**config.mk**
```make
export PLATFORM = sky130hd
export DESIGN_NAME = aps_sequencer
export DESIGN_NICKNAME = d
export VERILOG_FILES = /design/src/core/aps_pkg.sv /design/src/core/aps_deglitch.sv /design/src/core/aps_sequencer.sv
export SDC_FILE = /design/constraint.sdc
export NUM_CORES = 1
export LEC_CHECK = 0
export BUFFER_PORTS_ARGS = -buffer_cell sky130_fd_sc_hd__buf_2
export CAP_MARGIN = 20
export CELL_PAD_IN_SITES_DETAIL_PLACEMENT = 1
export CELL_PAD_IN_SITES_GLOBAL_PLACEMENT = 2
export CORE_ASPECT_RATIO = 1.25
export CORE_MARGIN = 2
export CORE_UTILIZATION = 35
export CTS_CLUSTER_SIZE = 10
export DETAILED_ROUTE_END_ITERATION = 7
export GPL_TIMING_DRIVEN = 0
export PLACE_DENSITY_LB_ADDON = 0.12
export SYNTH_ARGS = -nofsm -noshare
export SYNTH_HDL_FRONTEND = slang
export SYNTH_SLANG_ARGS = --single-unit
```
**constraint.sdc**
```tcl
create_clock -name pclk -period 3.65 [get_ports pclk]
set_input_delay 0 -clock pclk [delete_from_list [all_inputs] [get_ports pclk]]
set_output_delay 0 -clock pclk [all_outputs]
set_load 0.01 [all_outputs]
```
**src/core/aps_pkg.sv**
```systemverilog
// constants shared by the sleep-state power sequencer and its deglitch filter
// assumes one 40 MHz clock; all pin levels arrive already digitised by comparators
// How it works
// - two active-low sleep requests move the state between active, suspend-to-ram, soft-off
// - both sleep requests are filtered so pulses under 2 us change nothing
// - no direct move between suspend-to-ram and soft-off, current state kept
// - dual-5v enable may change only in active or shutdown; sleep changes ignored
// - dual-5v enable captured on sleep entry, after por release, on shutdown exit
// - latched dual-5v enable decides if dual 5v stays powered in sleep
// - fault high on any undervoltage or overtemperature while standby is above por and no shutdown is requested
// - soft-start pin held low shuts every output off and forces fault low
// - clock-chip regulator on only in active, off in every sleep state
// - in active the main switch gate is driven on
// - in sleep the standby 5v path feeds the dual 5v rail
// - dual 3v3 standby drive on in sleep, main switch supplies it in active
// - memory rails use internal pass in sleep; in active only the 2v5 rail has an external pass drive
// - memory select: low gives 2v5, high gives 3v3, open gives both
// - standby supply watched; dual 3v3 soft-start begins once above por
// - 3 ms after dual 3v3 ramp ends, latch enable, then ramp the rest
// - 200 us after suspend request falls, enter soft-off or suspend-to-ram
// - 25 ms after main supplies are good, enable switches and clock regulator
package aps_pkg;

  // timebase
  localparam int unsigned CLK_HZ = 40_000_000;
  localparam int unsigned CLK_PERIOD_NS = 25;
  localparam int unsigned TICK_CYC = CLK_HZ / 1_000_000; // one microsecond tick

  // timing figures in their own units, counts derived from them
  localparam int unsigned GLITCH_US = 2;
  localparam int unsigned FILT_CYC = (GLITCH_US * 1000) / CLK_PERIOD_NS;
  localparam int unsigned STBY_HOLD_MS = 3;
  localparam int unsigned STBY_HOLD_US = STBY_HOLD_MS * 1000;
  localparam int unsigned MAIN_WAIT_MS = 25;
  localparam int unsigned MAIN_WAIT_US = MAIN_WAIT_MS * 1000;
  localparam int unsigned SLEEP_DLY_US = 200;
  localparam int unsigned TMR_W = 16;

  // apb register map
  localparam int unsigned ADDR_W = 8;
  localparam logic [ADDR_W-1:0] CTRL_OFS = 8'h00;
  localparam logic [ADDR_W-1:0] STATUS_OFS = 8'h04;
  localparam int unsigned CTRL_SHDN_BIT = 0;
  localparam logic CTRL_SHDN_RST = 1'b0;
  localparam int unsigned ST_STATE_LSB = 0;
  localparam int unsigned ST_D5_BIT = 4;
  localparam int unsigned ST_M3V3_BIT = 5;
  localparam int unsigned ST_M2V5_BIT = 6;
  localparam int unsigned ST_FAULT_BIT = 7;
  localparam int unsigned ST_S3_BIT = 8;
  localparam int unsigned ST_S5_BIT = 9;

  // operating states, gray steps along start-up and active to suspend-to-ram path; soft-off entry flips two bits from sleep delay, three from standby hold
  typedef enum logic [3:0] {
    ST_POR_WAIT  = 4'h0,
    ST_STBY_RAMP = 4'h1,
    ST_STBY_HOLD = 4'h3,
    ST_MAIN_WAIT = 4'h2,
    ST_ACTIVE    = 4'h6,
    ST_SLEEP_DLY = 4'h7,
    ST_SLEEP_S3  = 4'h5,
    ST_SLEEP_S5  = 4'h4,
    ST_SHUTDOWN  = 4'hc
  } aps_state_t;

endpackage

```
**src/core/aps_deglitch.sv**
```systemverilog
// one-bit deglitch filter: output follows input only after it held steady
// assumes the input is already synchronised to pclk
module aps_deglitch
  import aps_pkg::*;
#(
  parameter int unsigned FILT = FILT_CYC,
  parameter logic INIT = 1'b1
) (
  input wire logic pclk,
  input wire logic presetn,
  input wire logic ce,
  input wire logic din,
  output logic dout
);

  localparam int unsigned CW = $clog2(FILT + 1);
  localparam logic [CW-1:0] LAST = CW'(FILT - 1);

  logic [CW-1:0] cnt_reg;

  // any return to the old level restarts the count, so short pulses vanish
  always_ff @(posedge pclk or negedge presetn) begin
    if (!presetn) begin
      cnt_reg <= '0;
      dout <= INIT;
    end else if (ce) begin
      if (din == dout) begin
        cnt_reg <= '0;
      end else if (cnt_reg == LAST) begin
        cnt_reg <= '0;
        dout <= din;
      end else begin
        cnt_reg <= cnt_reg + 1'b1;
      end
    end
  end

endmodule

```
**src/core/aps_sequencer.sv**
```systemverilog
// sleep-state power sequencer control with apb status and control registers
// assumes pins arrive as digital comparator levels from another domain,
// rail enables drive analog switches and regulators outside this block
module aps_sequencer
  import aps_pkg::*;
#(
  parameter int unsigned UV_W = 6,
  parameter logic [7:0] P_TICK_CYC = 8'(TICK_CYC),
  parameter logic [TMR_W-1:0] P_HOLD_US = TMR_W'(STBY_HOLD_US),
  parameter logic [TMR_W-1:0] P_MAIN_US = TMR_W'(MAIN_WAIT_US),
  parameter logic [TMR_W-1:0] P_SLEEP_US = TMR_W'(SLEEP_DLY_US),
  parameter int unsigned P_FILT = FILT_CYC
) (
  input wire logic pclk,
  input wire logic presetn,
  input wire logic ce,
  // apb slave
  input wire logic psel,
  input wire logic penable,
  input wire logic pwrite,
  input wire logic [ADDR_W-1:0] paddr,
  input wire logic [31:0] pwdata,
  output logic [31:0] prdata,
  output logic pready,
  output logic pslverr,
  // pins from the system and supply monitors
  input wire logic suspend_ram_request_n,
  input wire logic soft_off_request_n,
  input wire logic dual5v_sleep_support_en,
  input wire logic mem_sel_low,
  input wire logic mem_sel_high,
  input wire logic standby_por_ok,
  input wire logic standby_3v3_ramp_done,
  input wire logic main_supplies_ok,
  input wire logic soft_start_held_low,
  input wire logic over_temp,
  input wire logic [UV_W-1:0] rail_undervoltage,
  // rail controls
  output logic clock_chip_rail_en,
  output logic main_switch_gate,
  output logic standby_5v_path_ctrl,
  output logic standby_3v3_drive,
  output logic memory_2v5_ext_drive,
  output logic memory_3v3_int_en,
  output logic memory_2v5_int_en,
  output logic fault
);

  localparam int unsigned SW = UV_W + 10;
  // sleep requests idle high so reset does not look like a request
  localparam logic [SW-1:0] SYNC_RST = {2'b11, {(SW - 2) {1'b0}}};

  logic [SW-1:0] sync1_reg;
  logic [SW-1:0] sync2_reg;
  logic s3_f;
  logic s5_f;
  logic [7:0] presc_reg;
  logic [TMR_W-1:0] timer_reg;
  aps_state_t state_reg;
  aps_state_t state_next;
  logic d5_lat_reg;
  logic m3v3_lat_reg;
  logic m2v5_lat_reg;
  logic ctrl_shdn_reg;

  // two-flop synchronisers for every pin input
  always_ff @(posedge pclk or negedge presetn) begin
    if (!presetn) begin
      sync1_reg <= SYNC_RST;
      sync2_reg <= SYNC_RST;
    end else if (ce) begin
      sync1_reg <= {suspend_ram_request_n, soft_off_request_n, dual5v_sleep_support_en,
                    mem_sel_low, mem_sel_high, standby_por_ok, standby_3v3_ramp_done,
                    main_supplies_ok, soft_start_held_low, over_temp, rail_undervoltage};
      sync2_reg <= sync1_reg;
    end
  end

  wire s3_s = sync2_reg[SW-1];
  wire s5_s = sync2_reg[SW-2];
  wire d5_s = sync2_reg[SW-3];
  wire sel_lo_s = sync2_reg[SW-4];
  wire sel_hi_s = sync2_reg[SW-5];
  wire por_s = sync2_reg[SW-6];
  wire ramp_s = sync2_reg[SW-7];
  wire main_s = sync2_reg[SW-8];
  wire ss_s = sync2_reg[SW-9];
  wire ot_s = sync2_reg[SW-10];
  wire [UV_W-1:0] uv_s = sync2_reg[UV_W-1:0];

  // sleep request deglitch filters
  aps_deglitch #(.FILT(P_FILT), .INIT(1'b1)) u_flt_s3 (
    .pclk(pclk),
    .presetn(presetn),
    .ce(ce),
    .din(s3_s),
    .dout(s3_f)
  );

  aps_deglitch #(.FILT(P_FILT), .INIT(1'b1)) u_flt_s5 (
    .pclk(pclk),
    .presetn(presetn),
    .ce(ce),
    .din(s5_s),
    .dout(s5_f)
  );

  // free-running microsecond tick; no clock pin exists on the real part
  wire tick = (presc_reg == P_TICK_CYC - 8'h01);
  always_ff @(posedge pclk or negedge presetn) begin
    if (!presetn) begin
      presc_reg <= 8'h00;
    end else if (ce) begin
      presc_reg <= tick ? 8'h00 : presc_reg + 8'h01;
    end
  end

  // shutdown from the soft-start pin or from software
  wire shut = ss_s | ctrl_shdn_reg;
  wire hold_done = (timer_reg >= P_HOLD_US);
  wire main_done = (timer_reg >= P_MAIN_US);
  wire sleep_done = (timer_reg >= P_SLEEP_US);
  wire pick_s5 = ~s5_f;

  // state decode
  always_comb begin
    state_next = state_reg;
    if (!por_s) begin
      state_next = ST_POR_WAIT;
    end else if (shut) begin
      state_next = ST_SHUTDOWN;
    end else begin
      unique case (state_reg)
        ST_POR_WAIT: state_next = ST_STBY_RAMP;
        ST_SHUTDOWN: state_next = ST_STBY_RAMP;
        ST_STBY_RAMP: begin
          if (ramp_s) begin
            state_next = ST_STBY_HOLD;
          end
        end
        ST_STBY_HOLD: begin
          if (hold_done) begin
            if (!s3_f) begin
              state_next = pick_s5 ? ST_SLEEP_S5 : ST_SLEEP_S3;
            end else begin
              state_next = ST_MAIN_WAIT;
            end
          end
        end
        ST_MAIN_WAIT: begin
          if (!s3_f) begin
            state_next = ST_SLEEP_DLY;
          end else if (main_done) begin
            state_next = ST_ACTIVE;
          end
        end
        ST_ACTIVE: begin
          if (!s3_f) begin
            state_next = ST_SLEEP_DLY;
          end
        end
        ST_SLEEP_DLY: begin
          if (s3_f) begin
            state_next = ST_MAIN_WAIT;
          end else if (sleep_done) begin
            state_next = pick_s5 ? ST_SLEEP_S5 : ST_SLEEP_S3;
          end
        end
        // only both requests high wakes; other sleep pairings hold the state
        ST_SLEEP_S3, ST_SLEEP_S5: begin
          if (s3_f && s5_f) begin
            state_next = ST_MAIN_WAIT;
          end
        end
        default: state_next = ST_POR_WAIT;
      endcase
    end
  end

  // state timer restarts on each state change and, in main wait, while mains are not good
  wire moving = (state_next != state_reg);
  wire tmr_clr = moving | (state_reg == ST_MAIN_WAIT & ~main_s);
  wire tmr_sat = (timer_reg == {TMR_W{1'b1}});

  always_ff @(posedge pclk or negedge presetn) begin
    if (!presetn) begin
      state_reg <= ST_POR_WAIT;
      timer_reg <= '0;
    end else if (ce) begin
      state_reg <= state_next;
      if (tmr_clr) begin
        timer_reg <= '0;
      end else if (tick && !tmr_sat) begin
        timer_reg <= timer_reg + 1'b1;
      end
    end
  end

  // enable and memory select captured only at start-up end and sleep entry
  wire next_sleep = (state_next == ST_SLEEP_S3) | (state_next == ST_SLEEP_S5);
  wire latch_evt = moving & ((state_reg == ST_STBY_HOLD) | next_sleep);
  wire d5_next = latch_evt ? d5_s : d5_lat_reg;
  wire m3v3_next = latch_evt ? ~sel_lo_s : m3v3_lat_reg;
  wire m2v5_next = latch_evt ? ~sel_hi_s : m2v5_lat_reg;

  always_ff @(posedge pclk or negedge presetn) begin
    if (!presetn) begin
      d5_lat_reg <= 1'b0;
      m3v3_lat_reg <= 1'b0;
      m2v5_lat_reg <= 1'b0;
    end else if (ce) begin
      d5_lat_reg <= d5_next;
      m3v3_lat_reg <= m3v3_next;
      m2v5_lat_reg <= m2v5_next;
    end
  end

  // rail controls follow the next state so they line up with state_reg
  wire act_next = (state_next == ST_ACTIVE);
  wire off_next = (state_next == ST_POR_WAIT) | (state_next == ST_SHUTDOWN);
  wire fault_next = por_s & ~shut & ((|uv_s) | ot_s);

  always_ff @(posedge pclk or negedge presetn) begin
    if (!presetn) begin
      clock_chip_rail_en <= 1'b0;
      main_switch_gate <= 1'b0;
      standby_5v_path_ctrl <= 1'b0;
      standby_3v3_drive <= 1'b0;
      memory_2v5_ext_drive <= 1'b0;
      memory_3v3_int_en <= 1'b0;
      memory_2v5_int_en <= 1'b0;
      fault <= 1'b0;
    end else if (ce) begin
      clock_chip_rail_en <= act_next;
      main_switch_gate <= act_next;
      standby_5v_path_ctrl <= next_sleep & d5_next;
      standby_3v3_drive <= ~off_next & ~act_next;
      memory_2v5_ext_drive <= act_next & m2v5_next;
      memory_3v3_int_en <= next_sleep & m3v3_next;
      memory_2v5_int_en <= next_sleep & m2v5_next;
      fault <= fault_next;
    end
  end

  // apb slave: one wait state, answer registered so outputs come from flops
  wire acc = psel & penable & ~pready;
  wire hit_ctrl = (paddr == CTRL_OFS);
  wire hit_stat = (paddr == STATUS_OFS);
  wire wr_done = psel & penable & pready & pwrite & hit_ctrl;
  wire [31:0] status_word = {22'h000000, s5_f, s3_f, fault, m2v5_lat_reg, m3v3_lat_reg,
                             d5_lat_reg, state_reg};
  wire [31:0] rd_word = hit_ctrl ? {31'h00000000, ctrl_shdn_reg} :
                        hit_stat ? status_word : 32'h00000000;

  always_ff @(posedge pclk or negedge presetn) begin
    if (!presetn) begin
      pready <= 1'b0;
      pslverr <= 1'b0;
      prdata <= 32'h00000000;
      ctrl_shdn_reg <= CTRL_SHDN_RST;
    end else if (ce) begin
      pready <= acc;
      pslverr <= acc & ~(hit_ctrl | hit_stat);
      prdata <= (acc && !pwrite) ? rd_word : 32'h00000000;
      if (wr_done) begin
        ctrl_shdn_reg <= pwdata[CTRL_SHDN_BIT];
      end
    end
  end

  wire in_sleep = (state_reg == ST_SLEEP_S3) | (state_reg == ST_SLEEP_S5);
endmodule

```
==> results.json, run 1 <==
{
  "dieHeight_um": 138,
  "pwr-share-seq_pct": 46.3,
  "worstHoldPathType": "primary input to flip-flop",
  "path_clk_slew_ns": 0.07,
  "cp_slowest_cell": "a2111oi_4",
  "syn-cell-area_um2": 5040,
  "io_buffers": 49,
  "grt-ovfl-total": 0,
  "finalWirelength_mm": 12.5,
  "rows": 49,
  "critPathTopFamily": "compound AO/OA/AOI/OAI gates",
  "grt_usage_pct": 16.9,
  "gp_congestion": 0.775,
  "drive_above_1_share_pct": 27.1,
  "final_util_pct": 43.2,
  "r2r_setup_slack_ns": 0.50,
  "peakVddDrop_v": 0.000226,
  "maxSlewHeadroom_pct": 40.7,
  "fillers": 1611,
  "drv_cap": 0,
  "clock-sinks": 99,
  "finClkSkew_ns": 0.00732,
  "cts_tree": "done",
  "synth_edf_count": 0,
  "synth_area_per_cell_um2": 10.9,
  "die_x_um": 111,
  "drtAntennaViolNets": 0,
  "antenna_found_initial": 0,
  "synth-seq-cells": 99,
  "syn2layout_area_growth_pct": 21.9,
  "crit_type": "flip-flop to flip-flop",
  "synthCells": 464,
  "final_hold_viol_count": 0,
  "p_sw_mw": 0.859,
  "yosys_warnings": 0,
  "path_max_fanout": 10,
  "grt_max_degree": 53,
  "yosysUniqueCellTypes": 66,
  "dr.pass1.iters": 4,
  "cts_buffers": 9,
  "p_leak_nw": 2.79,
  "status": "finished, final reports clean",
  "core_area_um2": 14200,
  "p_per_area_nw_per_um2": 468,
  "cp_data_arrival_time_ns": 3.38,
  "slowest_delay_ns": 0.64,
  "antennaDiodeCount": 0,
  "grt_pass1_wl_mm": 20.9,
  "period_needed_ns": 3.15,
  "finalSetupViolations": 0,
  "dp_hpwl_mm": 9.15,
  "cts_setup_buffers": 0,
  "wire_per_inst_um": 16.7,
  "nets": 634,
  "drc": 0,
  "insertion_delay_ns": 0.35,
  "combPwrFrac_pct": 18.8,
  "vias": 3828,
  "path_buf_inv": 2,
  "async_reset_ff_share_pct": 100,
  "cp_common_cell": "clkbuf_1",
  "pwr-share-clk_pct": 34.9,
  "required_ns": 3.88,
  "fin_setup_tns_ns": 0,
  "worst_slew_pin_slew_ns": 0.877,
  "yosysSeqAreaShare_pct": 49.3,
  "clock_tree.root_cell": "clkbuf_16",
  "start_kind": "flip-flop",
  "final.hold.worst_slack_ns": 0.0147,
  "maxSlewViolCount": 0,
  "start_util_pct": 35.4,
  "drtIter0Drc": 166,
  "p_sw_share_pct": 29.8,
  "io_pins": 104,
  "p_int_mw": 2.02,
  "rsz0062_at_grt": "no",
  "cp-end-kind": "flip-flop",
  "max_freq_mhz": 318,
  "viasPerCell": 5.10,
  "cts_max_path_buffers": 2,
  "die_area_um2": 15400,
  "p_total_mw": 2.88,
  "cp_cell_sequence": "clkbuf_1 -> clkbuf_1 -> o31a_1 -> o32ai_1 -> o32ai_2 -> a2111oi_4 -> a211o_2 -> mux2_1",
  "synth_flop_cell": "dfrtp_1",
  "fin_crit_sh_pct": 86.3,
  "htree_num_levels": 3,
  "first_global_vias": 4023
}
stage by stage:
stage	setup slack [ns]	instance area (um2)	cells
2_1_floorplan	0.906	5120	485
3_3_place_gp	0.567	5580	712
3_5_place_dp	0.555	5630	714
4_1_cts	0.528	6130	749
5_1_grt	0.354	6140	750
6_report	0.500	6140	750
cell usage after synthesis, types with 2 or more instances:
cell       count  share of area [%]
a2111o_1       2               0.45
a21o_1         5               0.75
a21oi_1       12                1.2
a22o_1        11                1.9
a32o_1         3               0.60
and2_1         3               0.37
and3_1        10                1.2
buf_4         23                3.4
clkbuf_1      21                1.6
dfrtp_1       93                 46
dfstp_2        6                3.1
ha_1           5                1.2
inv_1         12               0.89
mux2_1         2               0.45
mux2_2        39                8.7
mux2i_1        5               0.99
nand2_1       33                2.5
nand2b_1       7               0.87
nand3_1       21                2.1
nand3b_1       3               0.45
nand4_1        7               0.87
nor2_1        16                1.2
nor2_2        10                1.2
nor2b_1        4               0.50
nor3_1         8               0.79
nor4_1         6               0.75
nor4b_1        3               0.52
o211ai_1       6               0.89
o21ai_0       18                1.8
o21ai_1        3               0.30
o2bb2ai_1      3               0.52
o311a_1        2               0.40
o31ai_1        5               0.75
or3_1          4               0.50
xnor2_1       12                2.1
xor2_1        11                1.9
what timing repair did:
action,4_1_cts,5_1_grt
resized for setup,0,0
setup endpoints to repair,0,0
endpoints found under the hold margin,65,0
hold buffers,19,0
tightest hold or removal path, delay by kind of cell:
family	cells	cell delay (ns)
AND/OR/NAND/NOR	1	0.05
AO/OA/AOI/OAI	2	0.21
buffers and inverters	1	0.08
final timing paths:
kind / from / end / cells past startpoint
min: paddr[6] / pslverr / 4
max: state_reg[1] / d5_lat_reg / 8
min reg2reg: u_flt_s5.cnt_reg[6] / u_flt_s5.cnt_reg[6] / 1
min in group asynchronous: presetn / timer_reg[5] / 2
max reg2reg: state_reg[1] / d5_lat_reg / 8
max in group asynchronous: presetn / u_flt_s3.dout / 3
cells in the final DEF (no fill, tap or decap), types with 3 or more instances in the layout:
master	count
dfrtp_1	93
buf_2	48
mux2_2	39
nand2_1	33
buf_4	25
conb_1	22
clkbuf_1	21
nand3_1	21
dlygate4sd3_1	19
o21ai_0	18
nor2_1	16
inv_1	12
xnor2_1	12
a21oi_1	12
xor2_1	11
a22o_1	11
and3_1	10
nor2_2	10
clkbuf_16	9
nor3_1	8
nand2b_1	7
nand4_1	7
nor4_1	6
o211ai_1	6
dfstp_2	6
mux2i_1	5
o31ai_1	5
a21o_1	5
ha_1	5
or3_1	4
nor2b_1	4
and2_1	3
nand3b_1	3
o2bb2ai_1	3
o21ai_1	3
a32o_1	3
clkinvlp_4	3
cells by family after synthesis:
family	count (synthesis)	synth area share [%]
compound gates	88	13.4
xor+xnor	23	4.00
fa+ha+maj	5	1.24
buf+inv	58	6.18
flops	99	49.3
mux	46	10.2
other cells	1	0.0744
simple gates	144	15.6
power by group through the flow:
stage / logic, mW / registers [mW] / clock network [mW]
floorplan: 0.375 / 1.33 / 0
global placement: 0.510 / 1.35 / 0
detailed placement: 0.529 / 1.35 / 0
CTS: 0.546 / 1.33 / 1.04
global route: 0.602 / 1.36 / 1.08
finish: 0.540 / 1.33 / 1.00
layer usage:
| metal | up-vias | share of wire, % | track usage, % |
|---|---|---|---|
| met4 | 0 | 1.4 | 5.98 |
| li1 | 1834 | - | - |
| met5 | - | 0 | 0 |
| met3 | 14 | 2.8 | 3.11 |
| met1 | 1920 | 45 | 21.2 |
| met2 | 60 | 50 | 29.1 |
layout make-up:
type	instances	area, um2	share of cell area (%)
Buffer	46	267	4.34
Clock buffer	9	225	3.67
Clock inverter	7	83.8	1.37
Inverter	12	45.0	0.734
Multi-Input combinational cell	328	2330	37.9
Sequential cell	99	2480	40.5
Tap cell	178	223	3.63
Timing Repair Buffer	71	485	7.91
No activity file was read; power rests on OpenSTA's default activity.
==> run 2: changes to the inputs <==
- CORE_MARGIN: 2 -> not set
==> results.json, run 2 (same netlist as run 1, synthesis figures left out) <==
{
  "min_to": "pslverr",
  "grt_pass1_wl_mm": 21.0,
  "cp_cell_sequence": "or4_4 -> nor4_4 -> o311ai_1 -> and4_1 -> a2111oi_4 -> a211o_2 -> mux2_1",
  "finalSetupViolations": 0,
  "mostFrequentLayoutCells": "93 x dfrtp_1, 48 x buf_2, 39 x mux2_2",
  "wire_per_inst_um": 17.1,
  "maxSlewViolCount": 0,
  "finalWirelength_mm": 12.8,
  "worst_r2r_path_depth": 7,
  "first_global_vias": 4017,
  "grt_max_degree": 66,
  "hold_path_startpoint": "paddr[7]",
  "drv_cap": 0,
  "p_per_area_nw_per_um2": 464,
  "grt_usage_pct": 18.7,
  "start_kind": "flip-flop",
  "htree_num_levels": 3,
  "busiest_layer": "met2",
  "clock_tree.root_cell": "clkbuf_16",
  "slowest_delay_ns": 0.59,
  "cp-end-kind": "flip-flop",
  "die_area_um2": 14900,
  "maxSlewHeadroom_pct": 33.8,
  "r2r_setup_slack_ns": 0.57,
  "min_delay_path_depth": 4,
  "rows": 48,
  "cts_buffers": 9,
  "insertion_delay_ns": 0.35,
  "drc": 0,
  "r2r-end": "d5_lat_reg",
  "dr.pass1.iters": 4,
  "rsz0062_at_grt": "no",
  "dieHeight_um": 136,
  "core_area_um2": 13900,
  "crit_type": "flip-flop to flip-flop",
  "holdBufCountCts": 20,
  "viasPerCell": 5.21,
  "start_util_pct": 36.2,
  "final.hold.worst_slack_ns": 0.00695,
  "antennaDiodeCount": 0,
  "drtIter0Drc": 167,
  "layout_commonest_cell": "dfrtp_1",
  "grt_util_met2_pct": 31.9,
  "io_pins": 104,
  "cts_max_path_buffers": 2,
  "p_leak_nw": 2.77,
  "worst_slew_pin_slew_ns": 0.968,
  "cp_data_arrival_time_ns": 3.32,
  "nets": 634,
  "grt_use_met3_pct": 4.12,
  "path_clk_slew_ns": 0.07,
  "clock-sinks": 99,
  "drtAntennaViolNets": 0,
  "cts_setup_buffers": 0,
  "vias": 3883,
  "final_util_pct": 43.9,
  "drive_above_1_share_pct": 26.8,
  "fillers": 1564,
  "io_buffers": 49,
  "cts_resized": 0,
  "fin_setup_tns_ns": 0,
  "final_hold_viol_count": 0,
  "die_x_um": 109,
  "finClkSkew_ns": 0.00729,
  "antenna_found_initial": 0,
  "grt-ovfl-total": 0,
  "max_freq_mhz": 324,
  "rr_startpoint": "timer_reg[13]",
  "worstHoldPathType": "primary input to flip-flop",
  "fin_crit_sh_pct": 84.4,
  "cts_tree": "done",
  "syn2layout_area_growth_pct": 21.5,
  "gp_congestion": 0.762,
  "required_ns": 3.89,
  "status": "finished, final reports clean",
  "path_max_fanout": 7,
  "cp_slowest_cell": "or4_4",
  "use_met1_pct": 23.3,
  "dp_hpwl_mm": 9.38,
  "peakVddDrop_v": 0.000208,
  "period_needed_ns": 3.08
}
-- run 2: cell type report --
type,instances,area (um2),area share [%]
Clock inverter,4,51.3,0.838
Sequential cell,99,2480,40.6
Clock buffer,11,243,3.97
Multi-Input combinational cell,328,2330,38.0
Tap cell,175,219,3.58
Inverter,12,45.0,0.736
Buffer,46,267,4.36
Timing Repair Buffer,71,483,7.89
-- run 2: routing by layer --
metal  share of wire, %  routed length (um)
met1                 45                5730
met2                 51                6540
met3                2.5                 313
met4                1.3                 171
met5                  0                   0
-- run 2: where the power goes --
group | total, mW | switching [mW] | internal [mW]
clock | 0.963 | 0.416 | 0.547
combinational | 0.542 | 0.295 | 0.247
sequential | 1.33 | 0.106 | 1.23
total | 2.84 | 0.817 | 2.02
-- run 2: worst max-delay path by stage --
stage             startpoint          to  slack (ns)  cells past startpoint
3_5_place_dp   timer_reg[13]  d5_lat_reg        0.55                      7
6_report       timer_reg[13]  d5_lat_reg        0.57                      7
5_1_grt         state_reg[1]  d5_lat_reg        0.41                      8
3_3_place_gp   timer_reg[13]  d5_lat_reg        0.57                      7
2_1_floorplan  timer_reg[13]  d5_lat_reg        0.91                      7
4_1_cts        timer_reg[13]  d5_lat_reg        0.54                      7
-- run 2: worst max-delay path: cells and delay by family, from the launching register on --
family | cells | cell delay [ns]
and+or+nand+nor | 3 | 1.18
muxes | 1 | 0.32
DFF | 1 | 0.44
AOI/OAI and AO/OA | 3 | 1.01
-- run 2: per-stage QoR --
step | power, mW | instance area, um2 | setup WS (ns) | cells
floorplan | 1.70 | 5120 | 0.906 | 485
global placement | 1.85 | 5580 | 0.570 | 709
detailed placement | 1.89 | 5620 | 0.551 | 711
CTS | 2.88 | 6120 | 0.539 | 746
global route | 3.00 | 6120 | 0.409 | 746
finish | 2.84 | 6120 | 0.568 | 746
